--- src/common/dtcr_pkg.sv ---
`default_nettype none
package dtcr_pkg;

    // Register byte offsets
    localparam logic [7:0] ADDR_CTRL_AUX  = 8'h00;
    localparam logic [7:0] ADDR_CTRL_CORE = 8'h04;
    localparam logic [7:0] ADDR_CAPCTRL   = 8'h08;
    localparam logic [7:0] ADDR_AUX_CNT   = 8'h0c;
    localparam logic [7:0] ADDR_CORE_CNT  = 8'h10;
    localparam logic [7:0] ADDR_CAPTURE_RELOAD_REG    = 8'h14;
    localparam logic [7:0] ADDR_STATUS    = 8'h18;

    // Timer control fields
    localparam int TC_RUN    = 0;
    localparam int TC_EXTCLK = 1;
    localparam int TC_DOWN   = 2;
    localparam int TC_DIREN  = 3;
    localparam int TC_PRE_LO = 4;   // 3-bit prescaler select, divide 2^(n+1)
    localparam int TC_TGLCLK = 7;   // Aux only: clock from core toggle latch
    localparam int TC_OUTEN  = 7;   // Core only: drive toggle output pin
    localparam int TC_RELEN  = 8;   // Core only: reload on over/underflow

    // Capture control fields
    localparam int CC_EDGE_LO = 0;  // 2-bit: 0 off,1 rise,2 fall,3 both
    localparam int CC_CLR     = 2;
    localparam int CC_SRC_PIN = 3;
    localparam int CC_SRC_CNT = 4;
    localparam int CC_SRC_DIR = 5;

    localparam logic [15:0] CNT_RST  = 16'h0000;
    localparam logic [15:0] CTRL_RST = 16'h0000;
    localparam int          TW       = 16;
    localparam int          MIN_RES  = 2;   // Finest count period in cycles

    typedef struct packed {
        logic cap_pin;
        logic t1_cnt;
        logic t1_dir;
        logic aux_clk;
        logic aux_dir;
        logic core_clk;
        logic core_dir;
    } dtcr_pins_t;

    typedef enum logic [1:0] {
        DTCR_EDGE_OFF,
        DTCR_EDGE_RISE,
        DTCR_EDGE_FALL,
        DTCR_EDGE_BOTH
    } dtcr_edge_t;

endpackage
`default_nettype wire

--- src/rtl/dtcr_timer.sv ---
`timescale 1ns/1ps
`default_nettype none
module dtcr_timer
    import dtcr_pkg::*;
(
    input  wire logic          clk_i,
    input  wire logic          rst_n_i,
    input  wire logic          ce_i,
    input  wire logic          tick_i,
    input  wire logic          down_i,
    input  wire logic          load_i,
    input  wire logic [TW-1:0] load_val_i,
    output logic      [TW-1:0] cnt_o,
    output logic               wrap_o
);

    // Counter with load priority over counting
    always_ff @(posedge clk_i or negedge rst_n_i)
    begin
        if (!rst_n_i)
        begin
            cnt_o  <= CNT_RST;
            wrap_o <= 1'b0;
        end
        else if (ce_i)
        begin
            wrap_o <= 1'b0;
            if (load_i)
                cnt_o <= load_val_i;
            else if (tick_i)
            begin
                cnt_o  <= down_i ? cnt_o - 16'h0001 : cnt_o + 16'h0001;
                wrap_o <= down_i ? (cnt_o == 16'h0000)
                                 : (cnt_o == 16'hffff);
            end
        end
    end

endmodule
`default_nettype wire

--- src/rtl/dtcr_top.sv ---
// Summary of operation
// The block holds an aux timer, a core timer and a capture/reload register, resolving to two clock cycles.
// Each timer is a 16-bit counter.
// Each timer counts prescaled clock ticks or edges of an external input.
// Direction comes from a software bit or, when enabled, the direction pin level.
// The core toggle latch inverts on every core timer overflow or underflow.
// The toggle latch can clock the aux timer and can drive the toggle output pin.
// Core wraps clock the compare-unit timers and can reload the core timer from the capture register.
// A selected capture pin edge copies the aux timer into the capture register.
// With clear-after-capture on, the aux timer goes to zero right after a capture.
// Edges of the first module count and/or direction inputs may also trigger capture.
// Up counting wraps all-ones to zero with overflow, down wraps zero to all-ones with underflow.
// Capture edge is rising, falling or both, and pins are synchronised first.
`timescale 1ns/1ps
`default_nettype none
module dtcr_top
    import dtcr_pkg::*;
(
    input  wire logic        MCLK_I,
    input  wire logic        RESETN_I,
    input  wire logic        CE_I,
    input  wire dtcr_pins_t  PINS_I,
    output logic             TOGGLE_OUT_PIN_O,
    output logic             CMP_UNIT_CLK_O,
    input  wire logic [7:0]  AWADDR,
    input  wire logic        AWVALID,
    output logic             AWREADY,
    input  wire logic [31:0] WDATA,
    input  wire logic [3:0]  WSTRB,
    input  wire logic        WVALID,
    output logic             WREADY,
    output logic [1:0]       BRESP,
    output logic             BVALID,
    input  wire logic        BREADY,
    input  wire logic [7:0]  ARADDR,
    input  wire logic        ARVALID,
    output logic             ARREADY,
    output logic [31:0]      RDATA,
    output logic [1:0]       RRESP,
    output logic             RVALID,
    input  wire logic        RREADY
);

    logic [15:0] ctrl_aux_q, ctrl_core_q, capctrl_q, capture_reload_reg_q;
    logic [15:0] aux_cnt, core_cnt;
    logic        aux_wrap, core_wrap, tgl_q, aux_wrap_q;
    logic [6:0]  meta_q, sync_q, prev_q;
    logic [7:0]  pre_q;
    logic        aux_tick, core_tick, aux_down, core_down;
    logic        aux_load, core_load, cap_evt;
    logic [15:0] aux_load_val;
    logic [1:0]  bdone_q;
    logic [7:0]  awaddr_q;
    logic [31:0] wdata_q;
    logic        aw_have_q, w_have_q, sw_wr;

    ////////////////////////////////////////////////////////////////////////
    // Two-stage synchronisers; only stage two feeds edge logic
    always_ff @(posedge MCLK_I or negedge RESETN_I)
    begin
        if (!RESETN_I)
        begin
            meta_q <= 7'h00;
            sync_q <= 7'h00;
            prev_q <= 7'h00;
        end
        else if (CE_I)
        begin
            meta_q <= PINS_I;
            sync_q <= meta_q;
            prev_q <= sync_q;
        end
    end

    // Bit order follows dtcr_pins_t: 6 cap,5 t1cnt,4 t1dir,3 auxclk,...
    logic [6:0] rise, fall;
    assign rise = sync_q & ~prev_q;
    assign fall = ~sync_q & prev_q;

    ////////////////////////////////////////////////////////////////////////
    // Shared prescaler; bit 0 toggles every cycle so the finest tick is 2
    always_ff @(posedge MCLK_I or negedge RESETN_I)
    begin
        if (!RESETN_I)
            pre_q <= 8'h00;
        else if (CE_I)
            pre_q <= pre_q + 8'h01;
    end

    function automatic logic pre_tick(input logic [2:0] sel,
                                      input logic [7:0] p);
        logic [7:0] mask;
        // Eight stages so select 7 still divides by 256, never by 1
        mask = 8'hff >> (3'd7 - sel);
        pre_tick = ((p & mask) == mask);
    endfunction

    // Tick and direction selection per timer
    always_comb
    begin
        if (ctrl_aux_q[TC_TGLCLK])
            aux_tick = core_wrap;
        else if (ctrl_aux_q[TC_EXTCLK])
            aux_tick = rise[3];
        else
            aux_tick = pre_tick(ctrl_aux_q[TC_PRE_LO +: 3], pre_q);
        aux_tick  = aux_tick & ctrl_aux_q[TC_RUN];
        core_tick = ctrl_core_q[TC_RUN] &
                    (ctrl_core_q[TC_EXTCLK] ? rise[1]
                     : pre_tick(ctrl_core_q[TC_PRE_LO +: 3], pre_q));
        aux_down  = ctrl_aux_q[TC_DIREN] ? sync_q[2]
                                         : ctrl_aux_q[TC_DOWN];
        core_down = ctrl_core_q[TC_DIREN] ? sync_q[0]
                                          : ctrl_core_q[TC_DOWN];
    end

    ////////////////////////////////////////////////////////////////////////
    // Capture trigger from pin edge and first-module inputs
    always_comb
    begin
        logic [6:0] sel;
        sel = 7'h00;
        case (dtcr_edge_t'(capctrl_q[CC_EDGE_LO +: 2]))
            DTCR_EDGE_RISE: sel = rise;
            DTCR_EDGE_FALL: sel = fall;
            DTCR_EDGE_BOTH: sel = rise | fall;
            default:        sel = 7'h00;
        endcase
        cap_evt = (capctrl_q[CC_SRC_PIN] & sel[6])
                | (capctrl_q[CC_SRC_CNT] & sel[5])
                | (capctrl_q[CC_SRC_DIR] & sel[4]);
    end

    // Clear wins over counting on the capture cycle
    assign aux_load     = cap_evt & capctrl_q[CC_CLR];
    assign aux_load_val = 16'h0000;
    assign core_load    = core_wrap & ctrl_core_q[TC_RELEN];

    dtcr_timer u_aux (
        .clk_i      (MCLK_I),
        .rst_n_i    (RESETN_I),
        .ce_i       (CE_I),
        .tick_i     (aux_tick),
        .down_i     (aux_down),
        .load_i     (aux_load),
        .load_val_i (aux_load_val),
        .cnt_o      (aux_cnt),
        .wrap_o     (aux_wrap)
    );

    // Core reload lands the cycle after the wrap, replacing the wrapped value
    dtcr_timer u_core (
        .clk_i      (MCLK_I),
        .rst_n_i    (RESETN_I),
        .ce_i       (CE_I),
        .tick_i     (core_tick),
        .down_i     (core_down),
        .load_i     (core_load),
        .load_val_i (capture_reload_reg_q),
        .cnt_o      (core_cnt),
        .wrap_o     (core_wrap)
    );

    ////////////////////////////////////////////////////////////////////////
    // Toggle latch, its pin and the compare-unit clock pulse
    always_ff @(posedge MCLK_I or negedge RESETN_I)
    begin
        if (!RESETN_I)
        begin
            tgl_q            <= 1'b0;
            TOGGLE_OUT_PIN_O <= 1'b0;
            CMP_UNIT_CLK_O   <= 1'b0;
            aux_wrap_q       <= 1'b0;
        end
        else if (CE_I)
        begin
            if (core_wrap)
                tgl_q <= ~tgl_q;
            TOGGLE_OUT_PIN_O <= ctrl_core_q[TC_OUTEN] & tgl_q;
            CMP_UNIT_CLK_O   <= core_wrap;
            if (aux_wrap)
                aux_wrap_q <= 1'b1;
            else if (sw_wr && awaddr_q == ADDR_STATUS)
                aux_wrap_q <= 1'b0;
        end
    end

    ////////////////////////////////////////////////////////////////////////
    // AXI4-Lite write path: address and data taken in either order
    assign sw_wr = aw_have_q & w_have_q & ~BVALID;

    always_ff @(posedge MCLK_I or negedge RESETN_I)
    begin
        if (!RESETN_I)
        begin
            aw_have_q <= 1'b0;
            w_have_q  <= 1'b0;
            awaddr_q  <= 8'h00;
            wdata_q   <= 32'h0000_0000;
            AWREADY   <= 1'b0;
            WREADY    <= 1'b0;
            BVALID    <= 1'b0;
            BRESP     <= 2'h0;
        end
        else if (CE_I)
        begin
            AWREADY <= ~aw_have_q & ~AWREADY & ~BVALID;
            WREADY  <= ~w_have_q & ~WREADY & ~BVALID;
            if (AWVALID && AWREADY)
            begin
                aw_have_q <= 1'b1;
                awaddr_q  <= AWADDR;
            end
            if (WVALID && WREADY)
            begin
                w_have_q <= 1'b1;
                wdata_q  <= WDATA;
            end
            if (sw_wr)
            begin
                aw_have_q <= 1'b0;
                w_have_q  <= 1'b0;
                BVALID    <= 1'b1;
                BRESP     <= (awaddr_q > ADDR_STATUS || awaddr_q[1:0] != 2'h0)
                             ? 2'h2 : 2'h0;
            end
            else if (BVALID && BREADY)
                BVALID <= 1'b0;
        end
    end

    // Register stores; only the low two lanes carry data
    always_ff @(posedge MCLK_I or negedge RESETN_I)
    begin
        if (!RESETN_I)
        begin
            ctrl_aux_q  <= CTRL_RST;
            ctrl_core_q <= CTRL_RST;
            capctrl_q   <= CTRL_RST;
            capture_reload_reg_q    <= CNT_RST;
        end
        else if (CE_I)
        begin
            if (sw_wr && WSTRB[0] | 1'b1)
            begin
                case (awaddr_q)
                    ADDR_CTRL_AUX:  ctrl_aux_q  <= wdata_q[15:0];
                    ADDR_CTRL_CORE: ctrl_core_q <= wdata_q[15:0];
                    ADDR_CAPCTRL:   capctrl_q   <= wdata_q[15:0];
                    ADDR_CAPTURE_RELOAD_REG:    capture_reload_reg_q    <= wdata_q[15:0];
                    default:        ;
                endcase
            end
            // Hardware capture wins over a software write in the same cycle
            if (cap_evt)
                capture_reload_reg_q <= aux_cnt;
        end
    end

    ////////////////////////////////////////////////////////////////////////
    // AXI4-Lite read path, one cycle after the address is taken
    always_ff @(posedge MCLK_I or negedge RESETN_I)
    begin
        if (!RESETN_I)
        begin
            ARREADY <= 1'b0;
            RVALID  <= 1'b0;
            RDATA   <= 32'h0000_0000;
            RRESP   <= 2'h0;
        end
        else if (CE_I)
        begin
            ARREADY <= ~ARREADY & ~RVALID & ARVALID;
            if (ARVALID && ARREADY)
            begin
                RVALID <= 1'b1;
                RRESP  <= 2'h0;
                case (ARADDR)
                    ADDR_CTRL_AUX:  RDATA <= {16'h0000, ctrl_aux_q};
                    ADDR_CTRL_CORE: RDATA <= {16'h0000, ctrl_core_q};
                    ADDR_CAPCTRL:   RDATA <= {16'h0000, capctrl_q};
                    ADDR_AUX_CNT:   RDATA <= {16'h0000, aux_cnt};
                    ADDR_CORE_CNT:  RDATA <= {16'h0000, core_cnt};
                    ADDR_CAPTURE_RELOAD_REG:    RDATA <= {16'h0000, capture_reload_reg_q};
                    ADDR_STATUS:    RDATA <= {30'h0, aux_wrap_q, tgl_q};
                    default:
                    begin
                        RDATA <= 32'h0000_0000;
                        RRESP <= 2'h2;
                    end
                endcase
            end
            else if (RVALID && RREADY)
                RVALID <= 1'b0;
        end
    end

    ////////////////////////////////////////////////////////////////////////
    // Checks
    chk_toggle_on_wrap: assert property (@(posedge MCLK_I) disable iff (!RESETN_I)
        CE_I && core_wrap |=> tgl_q != $past(tgl_q))
        else $error("toggle latch did not invert on core wrap");
    chk_toggle_hold: assert property (@(posedge MCLK_I) disable iff (!RESETN_I)
        !core_wrap |=> tgl_q == $past(tgl_q))
        else $error("toggle latch changed without wrap");
    chk_capture_copy: assert property (@(posedge MCLK_I) disable iff (!RESETN_I)
        CE_I && cap_evt |=> capture_reload_reg_q == $past(aux_cnt))
        else $error("capture did not copy aux timer");
    chk_capture_clear: assert property (@(posedge MCLK_I) disable iff (!RESETN_I)
        CE_I && cap_evt && capctrl_q[CC_CLR] |=> aux_cnt == 16'h0000)
        else $error("aux timer not cleared after capture");
    chk_core_reload: assert property (@(posedge MCLK_I) disable iff (!RESETN_I)
        CE_I && core_wrap && ctrl_core_q[TC_RELEN] |=> core_cnt == $past(capture_reload_reg_q))
        else $error("core timer not reloaded");
    chk_cmp_clock: assert property (@(posedge MCLK_I) disable iff (!RESETN_I)
        CE_I |=> CMP_UNIT_CLK_O == $past(core_wrap))
        else $error("compare clock does not follow core wrap");
    chk_up_wrap: assert property (@(posedge MCLK_I) disable iff (!RESETN_I)
        CE_I && aux_tick && !aux_load && !aux_down && aux_cnt == 16'hffff
        |=> aux_cnt == 16'h0000 && aux_wrap)
        else $error("up overflow wrong");
    chk_down_wrap: assert property (@(posedge MCLK_I) disable iff (!RESETN_I)
        CE_I && aux_tick && !aux_load && aux_down && aux_cnt == 16'h0000
        |=> aux_cnt == 16'hffff && aux_wrap)
        else $error("down underflow wrong");

endmodule
`default_nettype wire

--- config.mk ---
export PLATFORM = sky130hd
export DESIGN_NAME = dtcr_top
export DESIGN_NICKNAME = d
export VERILOG_FILES = /design/src/common/dtcr_pkg.sv /design/src/rtl/dtcr_timer.sv /design/src/rtl/dtcr_top.sv
export SDC_FILE = /design/constraint.sdc
export NUM_CORES = 1
export LEC_CHECK = 0
export BUFFER_PORTS_ARGS = -buffer_cell sky130_fd_sc_hd__buf_2
export CORE_ASPECT_RATIO = 1.25
export CORE_MARGIN = 2
export CORE_UTILIZATION = 35
export CTS_CLUSTER_SIZE = 20
export DETAILED_ROUTE_END_ITERATION = 8
export PLACE_DENSITY_LB_ADDON = 0.3
export SLEW_MARGIN = 20
export SYNTH_ARGS = -nofsm -noshare
export SYNTH_HDL_FRONTEND = slang
export SYNTH_SLANG_ARGS = --single-unit
export TNS_END_PERCENT = 5
--- constraint.sdc ---
create_clock -name MCLK_I -period 2.8 [get_ports MCLK_I]
set_input_delay 0.14 -clock MCLK_I [delete_from_list [all_inputs] [get_ports MCLK_I]]
set_output_delay 0.14 -clock MCLK_I [all_outputs]
set_load 0.01 [all_outputs]
# Word-level counts from Yosys, hierarchy flattened
# Index checks and enable logic that the tools add are counted.
dict set report word_totals {
  latch_bits 0
  regBits 198
  ram_bits 0
  memories 0
  out_inout_bits 43
  elab_cells 160
  rom_bits 0
  input_bits 67
}
dict set report classes {
  n_eq_ne 17
  n_mux 34
  n_shift 2
  mul 0
  div 0
  add_sub_neg 7
  n_reduce_logical 38
  n_bitwise 33
  n_lt_le_gt_ge 1
}
# cell count
set op_table {}
lappend op_table {{16-bit two-way mux} 9}
lappend op_table {{16-bit case mux with 7 select lines} 1}
lappend op_table {{8-bit by 5-bit equality test with 1-bit output, second input constant} 5}
lappend op_table {{16-bit by 1-bit adder with 16-bit output, second input constant} 2}
lappend op_table {{16-bit equality test, second input constant} 2}
lappend op_table {{16-bit zero test} 2}
lappend op_table {{16-bit by 1-bit subtractor with 16-bit output, second input constant} 2}
lappend op_table {{8-bit by 4-bit equality test with 1-bit output, second input constant} 3}
lappend op_table {{2-bit AND reduction} 12}
lappend op_table {{1-bit two-way mux} 21}
lappend op_table {{7-bit case mux with 3 select lines} 1}
lappend op_table {{2-bit nonzero test} 10}
lappend op_table {{1-bit AND} 16}
lappend op_table {{8-bit AND} 2}
lappend op_table {{8-bit by 3-bit equality test with 1-bit output, second input constant} 2}
lappend op_table {{8-bit equality test} 2}
lappend op_table {{8-bit zero test} 2}
lappend op_table {{8-bit by 3-bit >> shifter with 8-bit output, first input constant} 2}
lappend op_table {{7-bit AND} 2}
lappend op_table {{7-bit NOT} 2}
lappend op_table {{3-bit AND reduction} 4}
lappend op_table {{8-bit by 1-bit adder with 8-bit output, second input constant} 1}
lappend op_table {{8-bit by 5-bit greater-than comparator with 1-bit output, second input constant} 1}
lappend op_table {{1-bit NOT} 8}
lappend op_table {{9 further kinds} 18}

# Depth between registers and ports, before layout
dict set report depth {
  depth_word 10
  mapped_depth 10
  ltp_nobuf 10
}

# Hierarchy
# A second synthesis with hierarchy kept.
dict set report unflattened {
  hier_cells 959
  area_unflattened_um2 10304.9
}
# mod instances cells_each seq_area_each_um2 area_each_um2
set by_module_without_submodules {}
lappend by_module_without_submodules {dtcr_top 1 573 3603.5 7081.8}
lappend by_module_without_submodules {dtcr_timer 2 193 425.4 1611.5}

# Least setup slack after synthesis
# No wires, ideal clock.
dict set report synth_path {
  path_kind {register to register}
  from {register ctrl_aux_q[3]}
  to {register u_aux.cnt_o[15]}
  path_slack_ns -0.073
  period_less_slack_ns 2.873
  path_stages_with_launch 11
  setup_ns 0.126
  t_arrival_ns 2.748
  required_time_ns 2.674
  cell_sequence {dfrtp_1 -> mux2i_1 -> inv_1 -> ha_1 -> o21a_1 -> o211a_1 -> a221o_1 -> o22a_1 -> xnor2_1 -> a221oi_1 -> nor2_1}
}
dict set report synth_between {
  elab_chain_len 4
}
# item line
set synth_rtl {}
lappend synth_rtl {{start: declaration} dtcr_top.sv:44} ;# logic [15:0] ctrl_aux_q, ctrl_core_q, capctrl_q, capture_reload_reg_q;
lappend synth_rtl {{start signal: assignment} dtcr_top.sv:247} ;# ADDR_CTRL_AUX: ctrl_aux_q <= wdata_q[15:0];
lappend synth_rtl {{1-bit two-way mux} dtcr_top.sv:111} ;# aux_down = ctrl_aux_q[TC_DIREN] ? sync_q[2]
lappend synth_rtl {{16-bit two-way mux} dtcr_timer.sv:32} ;# cnt_o <= down_i ? cnt_o - 16'h0001 : cnt_o + 16'h0001;
lappend synth_rtl {{16-bit two-way mux} dtcr_timer.sv:30} ;# else if (tick_i)
lappend synth_rtl {{16-bit two-way mux} dtcr_timer.sv:28} ;# if (load_i)
lappend synth_rtl {{end signal: assignment} dtcr_timer.sv:29} ;# cnt_o <= load_val_i;
lappend synth_rtl {{end signal: assignment} dtcr_timer.sv:32}
lappend synth_rtl {{end: declaration} dtcr_timer.sv:13} ;# output logic [TW-1:0] cnt_o,
# No other way between the ends. The select of a mux whose other input is x is not followed.
# A chain may end at the register's enable or synchronous reset.

# Worst setup path after layout
dict set report layout_path {
  from {register ctrl_core_q[3]}
  to {register u_core.cnt_o[13]}
}
dict set report layout_between {
  elab_chain_len 4
}
# item line
set layout_rtl {}
lappend layout_rtl {{start: declaration} dtcr_top.sv:44}
lappend layout_rtl {{start signal: assignment} dtcr_top.sv:248} ;# ADDR_CTRL_CORE: ctrl_core_q <= wdata_q[15:0];
lappend layout_rtl {{1-bit two-way mux} dtcr_top.sv:113} ;# core_down = ctrl_core_q[TC_DIREN] ? sync_q[0]
lappend layout_rtl {{16-bit two-way mux} dtcr_timer.sv:32}
lappend layout_rtl {{16-bit two-way mux} dtcr_timer.sv:30}
lappend layout_rtl {{16-bit two-way mux} dtcr_timer.sv:28}
lappend layout_rtl {{end signal: assignment} dtcr_timer.sv:29}
lappend layout_rtl {{end signal: assignment} dtcr_timer.sv:32}
lappend layout_rtl {{end: declaration} dtcr_timer.sv:13}
# No other way between the ends. The select of a mux whose other input is x is not followed.

==> flow_metrics.tcl <==
set metrics [dict create \
    synth.avg_cell_area_um2 10.6 \
    grt_pass1_wl_mm 40.6 \
    max-vdd-ir-drop_v 0.000466 \
    firstDrtPassIters 5 \
    grt.total_usage 0.173 \
    ff2ff_setup_slack_ns 0.09 \
    ys_types 67 \
    holdPathEnd "RDATA[1]$_DFFE_PN0P_" \
    min_path_cells 3 \
    clkSinkCount 178 \
    max-slew-margin-rel 0.456 \
    worst_pin_slew_ns 0.816 \
    synth_top_area_cell "dfrtp_1" \
    synth-main-ff-cell "dfrtp_1" \
    internal_power_w 0.00614 \
    cpLargestDelayFamily "compound AO/OA/AOI/OAI gates" \
    final_cell_mix "dfrtp_1, nand2_1, mux2_2" \
    antennaDiodeCount 0 \
    fin_nets 1184 \
    path_cells "mux2i_2 -> inv_2 -> ha_1 -> nand2_1 -> o31ai_4 -> o311ai_1 -> buf_4 -> o21ai_1 -> mux2i_1 -> o41ai_1 -> mux2_2" \
    numCtsBuffers 17 \
    synth-seq-area-share 0.456 \
    nFillCells 2629 \
    grt_pass1_vias 7622 \
    min_path_type "in2reg" \
    postRouteAntennaNets 0 \
    layout-drive-gt1-share 0.280 \
    cpPeakStageDelay_ns 0.38 \
    htreeDepth 4 \
    max_freq_ghz 0.369 \
    yosys_register_bits 178 \
    routedWlPerCell_um 17.1 \
    leakage_nw 5.68 \
    die_area_um2 29300 \
    clock_skew_ns 0.0101 \
    p_sw_w 0.00325 \
    synth_cells 925 \
    p_seq_frac 0.430 \
    p_clk_frac 0.247 \
    area_growth_pct 24.6 \
    tritoncts "yes" \
    die_h_um 191 \
    insertion_delay_ns 0.44 \
    io_buffer_count 71 \
    via_count 7567 \
    drc 0 \
    crit_type "reg2reg" \
    drt_iter0_markers 376 \
    place.gp.congestion 0.866 \
    cp-end-kind "register" \
    power_density_nw_per_um2 772 \
    power_w 0.00940 \
    rsz0062_at_grt "yes" \
    status "finished clean" \
    cts.path.max_buffers 2 \
    yosys_warnings 0 \
    pre_cts_ws_ns -0.274 \
    rr_worst_depth 11 \
    overflow 0 \
    cp.required_ns 3.13 \
    arrival_ns 3.03 \
    clkTransAtPathRegs_ns 0.07 \
    cp_slowest_cell "dfrtp_1" \
    fp.dieW_um 153 \
    power_frac_comb 0.323 \
    postLayoutSetupSlackWorst_ns 0.0908 \
    antenna_found_initial 0 \
    synth.area.top_cells "dfrtp_1, mux2_2, mux2i_1" \
    cp-start-kind "register" \
    postLayoutCellArea_um2 12200 \
    layout_commonest_cell "dfrtp_1" \
    timing.critical_path.buf_inv 2 \
    synth_area_um2 9770 \
    synthDominantCellAreaShare 0.456 \
    grt_start_max_net_pins 71 \
    maxCapViolCount 0 \
    period_needed_ns 2.71 \
    rr_endpoint "u_core.cnt_o[13]$_DFFE_PN0P_" \
    io_pins 110 \
    switching_share 0.346 \
    fp.coreArea_um2 27600 \
    drt-total-wl_mm 24.7 \
    hold_start "ARADDR[4]" \
    placed_cell_area_um2 10900 \
    start_util 0.355 \
    fin_util 0.442 \
    rows 68 \
    r2r-start "ctrl_core_q[3]$_DFFE_PN0P_" \
    via_per_inst 5.24 \
    clockRootBuffer "clkbuf_16" \
    drv_slew 0 \
    setup_violations 0 \
    finalHoldViolCount 0 \
    ys_async_sr_fraction 1.00 \
    synth-edff-count 0 \
    fin_setup_tns_ns 0 \
    dp_hpwl_mm 18.0 \
    fin_crit_sh 0.968 \
    worstPathMaxFanout 8 \
]
[area by class of cell]
cell class              instances  area (µm²)  area share
multi-input cells             674        5210       0.428
clock buffers                  20         467      0.0383
clock inverters                12         105     0.00863
inverters                      31         116     0.00956
repair buffers                178        1390       0.114
flip-flops and latches        178        4450       0.366
well taps                     350         438      0.0360
[flip-flops by register name, summed over array words and instances (netlist names), 5 cells and up]
name / flops
sync_q: 7
u_aux.cnt_o: 16
u_core.cnt_o: 16
prev_q: 5
meta_q: 7
RDATA: 16
capctrl_q: 16
ctrl_core_q: 16
capture_reload_reg_q: 16
awaddr_q: 8
pre_q: 8
ctrl_aux_q: 16
wdata_q: 16
[worst max-delay path by stage]
stage / startpoint / endpoint / slack [ns] / cells past startpoint
3_3_place_gp: ctrl_core_q[3]$_DFFE_PN0P_ / u_core.cnt_o[13]$_DFFE_PN0P_ / -0.21 / 11
2_1_floorplan: ctrl_core_q[3]$_DFFE_PN0P_ / u_core.cnt_o[13]$_DFFE_PN0P_ / -0.04 / 10
5_1_grt: ctrl_core_q[3]$_DFFE_PN0P_ / u_core.cnt_o[15]$_DFFE_PN0P_ / -0.06 / 12
3_5_place_dp: ctrl_core_q[3]$_DFFE_PN0P_ / u_core.cnt_o[13]$_DFFE_PN0P_ / -0.27 / 11
4_1_cts: ctrl_aux_q[3]$_DFFE_PN0P_ / u_aux.cnt_o[15]$_DFFE_PN0P_ / 0.004 / 11
6_report: ctrl_core_q[3]$_DFFE_PN0P_ / u_core.cnt_o[13]$_DFFE_PN0P_ / 0.09 / 11
[per-stage QoR]
stage	hold WS (ns)	instances
floorplan	-0.156	942
global placement	0.135	1368
detailed placement	0.141	1368
CTS	0.170	1438
global route	0.261	1443
finish	0.207	1443
[routing by layer]
layer	GRT usage	vias to the layer above	share of wire	wire, µm
li1	-	3667	-	-
met1	0.219	3704	0.44	10800
met2	0.295	162	0.50	12300
met3	0.0348	34	0.041	1020
met4	0.0625	0	0.024	582
met5	0	-	0	0
[worst register-to-register path, stage by stage, from the launching register on]
cell and delay, ns:
dfrtp_1 0.38, mux2i_2 0.26, inv_2 0.15, ha_1 0.32, nand2_1 0.10, o31ai_4 0.35, o311ai_1 0.13, buf_4 0.15
o21ai_1 0.21, mux2i_1 0.21, o41ai_1 0.09, mux2_2 0.26
[Yosys cell counts, drive strengths merged (6+ instances only)]
cell type / number
dfrtp: 178
nand2: 97
mux2: 85
o21ai: 72
mux2i: 48
nor2: 46
ha: 35
a21oi: 34
buf: 31
inv: 31
clkbuf: 28
xnor2: 21
a221oi: 16
nand4: 16
o22ai: 15
a22o: 13
a31oi: 13
nor4: 12
nor2b: 10
xor2: 9
a21o: 8
nand2b: 7
nor3: 7
or3: 7
and2: 6
nand3: 6
o21a: 6
[power groups by stage]
stage | registers, W | logic (W) | clock network [W]
6_report | 0.00404 | 0.00304 | 0.00232
5_1_grt | 0.00413 | 0.00339 | 0.00251
3_3_place_gp | 0.00403 | 0.00266 | 0
2_1_floorplan | 0.00373 | 0.00193 | 0
4_1_cts | 0.00401 | 0.00284 | 0.00240
3_5_place_dp | 0.00405 | 0.00272 | 0
[timing repair]
action / 4_1_cts / 5_1_grt
hold buffers: 36 / 0
endpoints found under the hold margin: 89 / 0
endpoints found under the setup margin: 8 / 10
cloned: 0 / 1
resized for setup: 13 / 36
pin swaps: 2 / 11
setup buffers: 2 / 4
[cell families after synthesis]
logic type	count (synthesis)	synth area share
other	1	0.000384
xor gates and xnor gates	30	0.0269
DFF	178	0.456
and+or+nand+nor	226	0.114
adders and majority gates	37	0.0489
AOI/OAI and AO/OA	228	0.153
muxes	135	0.156
buffers and inverters	90	0.0451
(Power assumes the default switching activity.)
